==> config.mk <==
export PLATFORM = sky130hd
export DESIGN_NAME = iowdt_top
export DESIGN_NICKNAME = d
export VERILOG_FILES = /design/src/hdl/iowdt_pkg.sv /design/src/hdl/iowdt_prescaler.sv /design/src/hdl/iowdt_top.sv
export SDC_FILE = /design/constraint.sdc
export NUM_CORES = 1
export LEC_CHECK = 0
export BUFFER_PORTS_ARGS = -buffer_cell sky130_fd_sc_hd__buf_2
export CAP_MARGIN = 10
export CELL_PAD_IN_SITES_DETAIL_PLACEMENT = 1
export CELL_PAD_IN_SITES_GLOBAL_PLACEMENT = 2
export CORE_ASPECT_RATIO = 1.5
export CORE_MARGIN = 1.5
export CORE_UTILIZATION = 41
export DETAILED_ROUTE_END_ITERATION = 6
export PLACE_DENSITY_LB_ADDON = 0.1
export SYNTH_ARGS = -nofsm -noshare
export SYNTH_HDL_FRONTEND = slang
export SYNTH_HIERARCHICAL = 1
export SYNTH_SLANG_ARGS = --single-unit
==> constraint.sdc <==
create_clock -name clock_i -period 4.3 [get_ports clock_i]
set_input_delay 0 -clock clock_i [delete_from_list [all_inputs] [get_ports clock_i]]
set_output_delay 0 -clock clock_i [all_outputs]
set_load 0.02 [all_outputs]
==> src/hdl/iowdt_pkg.sv <==
// Package with constants and carrier types for the I/O port watchdog timer.
package iowdt_pkg;
	localparam logic [15:0] IOWDT_PORT_ADDR = 16'h0443;
	localparam logic [5:0] IOWDT_CODE_MIN = 6'h01;
	localparam logic [5:0] IOWDT_CODE_MAX = 6'h3F;
	localparam int IOWDT_CODE_W = 6;
	localparam int IOWDT_CLK_HZ = 100000000;
	localparam int IOWDT_SEC_CYCLES = IOWDT_CLK_HZ;
	localparam logic [7:0] IOWDT_READ_IDLE = 8'h00;
	localparam int IOWDT_PULSE_MS = 1;
	localparam int IOWDT_PULSE_CYCLES = IOWDT_CLK_HZ / 1000 * IOWDT_PULSE_MS;

	typedef struct packed {
		logic wr;
		logic rd;
		logic [15:0] addr;
		logic [7:0] wdata;
	} iowdt_io_req_t;
endpackage

==> src/hdl/iowdt_prescaler.sv <==
// Seconds prescaler that emits a one-cycle tick per period.
`timescale 1ns/1ps
module iowdt_prescaler
	import iowdt_pkg::*;
#(
	parameter int DIV = IOWDT_SEC_CYCLES
)
(
	// Clock and reset.
	input wire logic clock_i,
	input wire logic arst_n_i,
	// Control.
	input wire logic restart_i,
	input wire logic run_i,
	output logic tick_o
);
	logic [31:0] cnt_r;

	always_ff @(posedge clock_i or negedge arst_n_i)
	begin
		if (!arst_n_i)
		begin
			cnt_r <= 32'h00000000;
			tick_o <= 1'b0;
		end
		else if (restart_i || !run_i)
		begin
			cnt_r <= 32'h00000000;
			tick_o <= 1'b0;
		end
		else if (cnt_r == 32'(DIV - 1))
		begin
			cnt_r <= 32'h00000000;
			tick_o <= 1'b1;
		end
		else
		begin
			cnt_r <= cnt_r + 32'h00000001;
			tick_o <= 1'b0;
		end
	end
endmodule // iowdt_prescaler

==> src/hdl/iowdt_top.sv <==
// Watchdog timer reached through one host I/O port.
`timescale 1ns/1ps
module iowdt_top
	import iowdt_pkg::*;
#(
	parameter int SEC_CYCLES = IOWDT_SEC_CYCLES,
	parameter int PULSE_CYCLES = IOWDT_PULSE_CYCLES
)
(
	// Clock and reset.
	input wire logic clock_i,
	input wire logic arst_n_i,
	// Host I/O bus, same clock domain.
	input wire iowdt_io_req_t io_req_i,
	output logic [7:0] io_rdata_o,
	// Expiry action.
	input wire logic action_irq_sel_i,
	output logic cpu_reset_o,
	output logic irq_o,
	// Status.
	output logic running_o
);
	logic hit_wr;
	logic hit_rd;
	logic tick;
	logic [IOWDT_CODE_W-1:0] remain_r;
	logic expire;
	logic [31:0] pulse_r;
	logic sel_meta_r;
	logic sel_sync_r;

	// The action select is a board strap from outside the clock domain.
	// Two stages keep a slow or bouncing strap from reaching the action logic
	// while it may still be metastable.
	always_ff @(posedge clock_i or negedge arst_n_i)
	begin
		if (!arst_n_i)
		begin
			sel_meta_r <= 1'b0;
			sel_sync_r <= 1'b0;
		end
		else
		begin
			sel_meta_r <= action_irq_sel_i;
			sel_sync_r <= sel_meta_r;
		end
	end

	assign hit_wr = io_req_i.wr && (io_req_i.addr == IOWDT_PORT_ADDR);
	assign hit_rd = io_req_i.rd && (io_req_i.addr == IOWDT_PORT_ADDR);
	// A code of zero is outside the range and does not arm the timer.
	assign expire = running_o && tick && (remain_r == 6'h01);

	iowdt_prescaler #(
		.DIV(SEC_CYCLES)
	) u_pre (
		.clock_i(clock_i),
		.arst_n_i(arst_n_i),
		.restart_i(hit_wr),
		.run_i(running_o),
		.tick_o(tick)
	);

	always_ff @(posedge clock_i or negedge arst_n_i)
	begin
		if (!arst_n_i)
		begin
			running_o <= 1'b0;
			remain_r <= 6'h00;
		end
		else if (hit_rd)
		begin
			running_o <= 1'b0;
			remain_r <= 6'h00;
		end
		else if (hit_wr)
		begin
			running_o <= (io_req_i.wdata[5:0] >= IOWDT_CODE_MIN);
			remain_r <= io_req_i.wdata[5:0];
		end
		else if (expire)
		begin
			running_o <= 1'b0;
			remain_r <= 6'h00;
		end
		else if (running_o && tick)
		begin
			remain_r <= remain_r - 6'h01;
		end
	end

	always_ff @(posedge clock_i or negedge arst_n_i)
	begin
		if (!arst_n_i)
		begin
			cpu_reset_o <= 1'b0;
			irq_o <= 1'b0;
			pulse_r <= 32'h00000000;
		end
		else if (expire)
		begin
			cpu_reset_o <= !sel_sync_r;
			irq_o <= sel_sync_r;
			pulse_r <= 32'(PULSE_CYCLES - 1);
		end
		else if (pulse_r != 32'h00000000)
		begin
			pulse_r <= pulse_r - 32'h00000001;
		end
		else
		begin
			cpu_reset_o <= 1'b0;
			irq_o <= 1'b0;
		end
	end

	always_ff @(posedge clock_i or negedge arst_n_i)
	begin
		if (!arst_n_i)
			io_rdata_o <= IOWDT_READ_IDLE;
		else
			io_rdata_o <= {2'b00, remain_r};
	end
endmodule // iowdt_top

==> metrics.yaml, run 1 <==
status: "finished clean"
cp_cell_sequence: "inv_1, ha_1, or4b_2, or4_4, nor3_2, or3_1, nand3_1"
die_h_um: 130
async_flop_share: 1.00
yosys.area.top_type_share: 0.466
fin_crit_sh: 0.689
cts_root_buf: "clkbuf_16"
slew_viol_final: 0
worst_setup_path_start_kind: "register"
synth_area_leader_cell: "dfrtp_1"
vias_per_cell: 5.90
layout_min_cycle_time_ns: 2.96
clock-sinks: 82
clock_skew_ns: 0.00595
endpoint_kind: "register"
ioPinCount: 40
dr.pass1.iters: 4
antenna_found_initial: 0
rr_worst_depth: 7
p_per_area_nw_per_um2: 341
clock_latency_ns: 0.34
cts_max_path_buffers: 2
path_delay_family: "simple AND/OR/NAND/NOR gates"
maxCapViolCount: 0
fill_cells: 1228
r2r_end: "pulse_r[3]"
rsz0062_at_grt: "false"
wire_per_inst_um: 18.0
max-slew-margin-rel: 0.408
path_max_fanout: 13
antenna_cells: 0
finalWeightedCongestion: 0.777
r2r_start: "pulse_r[0]"
worstPathArrival_ns: 3.13
synth_top_cells_by_area: "dfrtp_1 47%, or4_1 5.3%, a21oi_1 4.3%"
final_nets: 536
power_leakage_nw: 2.23
syn_inst: 464
wl_mm: 11.7
ys_warn_count: 6
critPathBufInv: 1
htreeDepth: 3
path_clk_slew_ns: 0.06
multi_input_area_um2: 2210
required_ns: 4.47
via_count: 3847
grt_pass1_wl_mm: 20.1
setup_viol: 0
ys.flop_type: "dfrtp_1"
drtIter0Drc: 139
route.detailed.drc: 0
crit_path_max_incr_delay_ns: 0.69
grt_pass1_vias: 4136
synth_edf_count: 0
synthTopCellsByCount: "82 x dfrtp_1, 38 x a21oi_1, 33 x nor2_1, 31 x or4_1"
cts_tree: "yes"
grt_use_total: 0.227
finalSetupTns_ns: 0
seq_area_um2: 2050
grt_max_degree: 46
fmax_mhz: 337
ys_ff_latch: 82
final_hold_viol_count: 0
hpwl_mm: 8.09
core_um2: 10500
portBuffers: 35
die_w_um: 87.7
ff2ff_setup_slack_ns: 1.34
finalNonFillerCells: 652
start_util: 0.419
criticalPathCategory: "reg -> reg"
place_inst: 625
tightest_slew_ns: 0.884
yosysSeqAreaShare: 0.466
synth_area_um2: 4410
area_growth_pct: 16.2
hold_path.class: "in -> async"
total_power_w: 0.00175
cpMaxStageDelayCell: "nor3_2"
holdWs_ns: 0.176
numCtsBuffers: 9
drive_above_1_share: 0.142
ys_types: 56
die_area_um2: 11400
syn_area_per_cell_um2: 9.50
grt_overflow: 0
rows: 46
yosysMostFrequentCell: "dfrtp_1"
vdd_ir_drop_max_uv: 202
ant_nets: 0
-- per-layer routing --
metal | vias up | wire, um | part of all wire | GRT usage
met5 | - | 0 | 0 | 0
met4 | 0 | 156 | 0.013 | 0.0738
met3 | 12 | 226 | 0.019 | 0.0335
met2 | 37 | 6790 | 0.58 | 0.444
met1 | 1951 | 4560 | 0.39 | 0.243
li1 | 1847 | - | - | -
-- state kept, by name, indices dropped and copies added (netlist names) --
signal        flops
pulse_r          32
u_pre/cnt_r      32
io_rdata_o        6
remain_r          6
cpu_reset_o       1
irq_o             1
running_o         1
sel_meta_r        1
sel_sync_r        1
u_pre/tick_o      1
-- where the power goes --
part | internal [W] | switching [W]
registers | 0.000796 | 0.0000320
logic | 0.0000345 | 0.0000439
clock network | 0.000525 | 0.000315
-- final cells by class --
| cell class | count | share of cell area |
|---|---|---|
| multi-input combinational | 351 | 0.432 |
| sequential | 82 | 0.400 |
| timing repair buffer | 49 | 0.0606 |
| clock buffer | 10 | 0.0466 |
| tap | 144 | 0.0352 |
| clock inverter | 6 | 0.0176 |
| inverter | 10 | 0.00733 |
-- cells by family (layout without fill, tap and decap cells) --
family / count (synthesis) / in the layout / share of synthesized area
adders and majority gates: 4 / 4 / 0.0114
other: 1 / 2 / 0.000851
DFF: 82 / 82 / 0.466
buffers and inverters: 32 / 75 / 0.0329
and+or+nand+nor: 221 / 221 / 0.300
muxes: 2 / 2 / 0.00483
xor gates and xnor gates: 16 / 16 / 0.0318
AOI/OAI and AO/OA: 106 / 106 / 0.153
-- stage by stage --
stage	worst slack (ns)	utilization	instance area [um2]
floorplan	1.87	-	4410
global placement	1.40	0.445	4680
detailed placement	1.32	0.445	4680
CTS	1.31	0.486	5120
global route	1.17	0.486	5120
finish	1.34	0.486	5120
-- worst max-delay path by stage --
stage | start | end | slack (ns) | cells after the start
detailed placement | io_req_i[21] | u_pre/cnt_r[31] | 1.32 | 10
finish | pulse_r[0] | pulse_r[3] | 1.34 | 7
floorplan | io_req_i[21] | u_pre/cnt_r[3] | 1.87 | 10
CTS | pulse_r[0] | pulse_r[3] | 1.31 | 7
global placement | io_req_i[21] | u_pre/cnt_r[31] | 1.40 | 10
global route | pulse_r[0] | pulse_r[3] | 1.17 | 7
-- worst register-to-register path, stage by stage, from the launching register on --
cell and delay, ns:
dfrtp_1 0.39, inv_1 0.10, ha_1 0.20, or4b_2 0.61, or4_4 0.48, nor3_2 0.69
or3_1 0.24, nand3_1 0.09
-- cells in the final DEF, fill, tap and decap left out, drive strengths merged, types with 3 or more instances in the layout --
master	count
inv	10
buf	38
nor3	10
and2	3
o41ai	5
clkinv	3
nand4	14
xor2	7
nor4b	4
ha	4
nor2	33
nand2b	3
or4b	3
or2	5
a21oi	38
and3	5
nand3	21
o21ai	26
and4	5
dfrtp	82
clkbuf	10
xnor2	9
nor4	16
or3	29
o31ai	17
nand2	29
a211oi	6
dlygate4sd3	11
or4	33
-- timing repair --
item                      4_1_cts  5_1_grt
hold buffers                   11        0
setup buffers                   0        0
gates resized for setup         0        0
hold endpoints to repair       45        0
(Power assumes the default switching activity.)
==> run 2: changes to the inputs <==
CORE_UTILIZATION = 34   (was 41)
clock period = 2.65 ns   (was 4.3 ns; I/O delays follow)
==> run 2 against run 1 <==
  * Critical path depth grew 1
  * Fmax grew 19%
  * Via count grew 0.18%
  * First-iteration DRC count shrank 2.9%
  * Clock power grew 67%
  * Largest power group unchanged
  * Total power grew 64%
  * Design area grew 3.2%
==> metrics.yaml, run 2 (synthesis results as in run 1) <==
status: "finished clean"
worstPathArrival_ns: 2.68  # -0.45 ns
tightest_slew_ns: 1.08  # +0.196 ns
hold_path.class: "in -> reg"
rsz0062_at_grt: "false"
die_w_um: 96.0  # +9.5%
clock-sinks: 82  # unchanged
top_regs: "pulse_r x32, u_pre/cnt_r x32"
wire_per_inst_um: 17.2  # -4.4%
route.detailed.drc: 0  # unchanged
ff2ff_setup_slack_ns: 0.16  # -1.17 ns
clock_skew_ns: 0.0108  # +0.00485 ns
place_ws_ns: 0.163  # -1.16 ns
antenna_found_initial: 0  # unchanged
p_per_area_nw_per_um2: 542  # +59%
setup_viol: 0  # unchanged
maxCapViolCount: 0  # unchanged
layout_min_cycle_time_ns: 2.49  # -0.478 ns
wl_mm: 11.7  # -0.26%
fill_cells: 1432  # +17%
multi_input_area_um2: 2230  # +0.68%
required_ns: 2.85  # -1.62 ns
drtIter0Drc: 135  # -2.9%
drive_above_1_share: 0.170  # +0.0281
htreeDepth: 3  # unchanged
rows: 50  # +8.7%
area_growth_pct: 20.0
grt_pass1_vias: 4023  # -2.7%
cts_root_buf: "clkbuf_16"
vdd_ir_drop_max_uv: 263  # +30%
total_power_w: 0.00287  # +64%
finalNonFillerCells: 680  # +4.3%
start_util: 0.351  # -0.0680
numCtsBuffers: 9  # unchanged
final_cell_mix: "82 x dfrtp_1, 38 x a21oi_1, 34 x buf_2, 33 x nor2_1, 31 x or4_1"
p_sw_w: 0.000675  # +73%
r2r_end: "pulse_r[9]"
ioPinCount: 40  # unchanged
rr_worst_depth: 8  # +1
hpwl_mm: 8.34  # +3.1%
final_hold_viol_count: 0  # unchanged
core_um2: 12600  # +19%
worst_setup_path_start_kind: "register"
vias_per_cell: 5.67  # -3.9%
slew_viol_final: 0  # unchanged
hold_start: "io_req_i[25]"
grt_use_total: 0.187  # -0.0400
ant_nets: 0  # unchanged
swShare: 0.236  # +0.0116
die_area_um2: 13700  # +20%
cts_max_path_buffers: 2  # unchanged
finalSetupTns_ns: 0  # unchanged
cts_setup_buffers: 0  # unchanged
path_max_fanout: 13  # unchanged
finalWeightedCongestion: 0.763  # -1.7%
p_clk_frac: 0.488  # +0.007
grt_pass1_wl_mm: 19.9  # -0.79%
criticalPathCategory: "reg -> reg"
clock_latency_ns: 0.34  # about the same
antenna_cells: 0  # unchanged
fin_ws_ns: 0.164  # -1.17 ns
layout_commonest_cell: "dfrtp_1"
portBuffers: 35  # unchanged
comb_power_share: 0.044  # about the same
via_count: 3854  # +0.18%
grt_max_degree: 83  # +80%
cts_tree: "yes"
final_nets: 552  # +3.0%
power_leakage_nw: 2.31  # +3.8%
intPower_w: 0.00219  # +62%
max-slew-margin-rel: 0.280  # -0.128
die_h_um: 142  # +9.6%
pwr-share-seq: 0.468  # -0.006
seq_area_um2: 2050  # unchanged
final_util: 0.420  # -0.0660
fin_crit_sh: 0.938  # +0.249
grt_overflow: 0  # unchanged
path_clk_slew_ns: 0.07  # about the same
holdPathEnd: "remain_r[2]"
place_inst: 653  # +4.5%
endpoint_kind: "register"
holdPathStages: 4
dr.pass1.iters: 4  # unchanged
r2r_start: "pulse_r[0]"
fmax_mhz: 402  # +19%
-- run 2: changes by cell type in the layout (fill, tap and decap cells not counted), sizes merged --
| cell | previous run | this run |
|---|---|---|
| buf | 38 | 54 |
| inv | 10 | 14 |
| clkinv | 3 | 0 |
| clkbuf | 10 | 9 |
-- run 2: power groups by stage --
stage / Combinational [W] / Sequential [W] / Clock (W)
after CTS: 0.000132 / 0.00134 / 0.00144
after global routing: 0.000148 / 0.00135 / 0.00150
final: 0.000126 / 0.00134 / 0.00140
after detailed placement: 0.000121 / 0.00136 / 0
after global placement: 0.000117 / 0.00136 / 0
after floorplan: 0.0000617 / 0.00135 / 0
-- run 2: how the worst max path moves through the flow --
stage | slack, ns | to | cells after the start | startpoint
2_1_floorplan | 0.22 | u_pre/cnt_r[3] | 10 | io_req_i[21]
3_3_place_gp | 0.19 | pulse_r[9] | 8 | pulse_r[0]
3_5_place_dp | 0.16 | pulse_r[9] | 8 | pulse_r[0]
4_1_cts | 0.14 | pulse_r[9] | 8 | pulse_r[0]
5_1_grt | 0.05 | pulse_r[29] | 5 | pulse_r[4]
6_report | 0.16 | pulse_r[9] | 8 | pulse_r[0]
-- run 2: metal layers --
layer	global-route usage	up-vias	wire length, um	part of all wire
met1	0.219	1943	4780	0.41
met4	0.0573	0	125	0.011
met3	0.0251	8	171	0.015
met2	0.343	30	6620	0.57
met5	0	-	0	0
li1	-	1873	-	-
-- run 2: worst max-delay path: stages, from the launching register on --
cell,delay (ns)
dfrtp_1,0.39
inv_1,0.10
ha_1,0.19
or4b_2,0.60
or4_4,0.48
nor3_2,0.17
buf_4,0.21
or3_1,0.13
nand3_1,0.06
-- run 2: timing repair --
item	CTS	global route
hold buffers	11	0
endpoints found under the hold margin	90	0
endpoints found under the setup margin	0	1
gates resized for setup	0	2
-- run 2: layout make-up --
cell class,instances,area share
Inverter,10,0.00710
Clock inverter,7,0.0199
Multi-Input combinational cell,351,0.422
Sequential cell,82,0.388
Clock buffer,9,0.0426
Tap cell,156,0.0369
Timing Repair Buffer,65,0.0838
-- run 2: through the flow --
stage	area [um2]	hold slack, ns
floorplan	4410	-0.296
global placement	4830	0.109
detailed placement	4830	0.116
CTS	5270	0.127
global route	5290	0.158
finish	5290	0.141
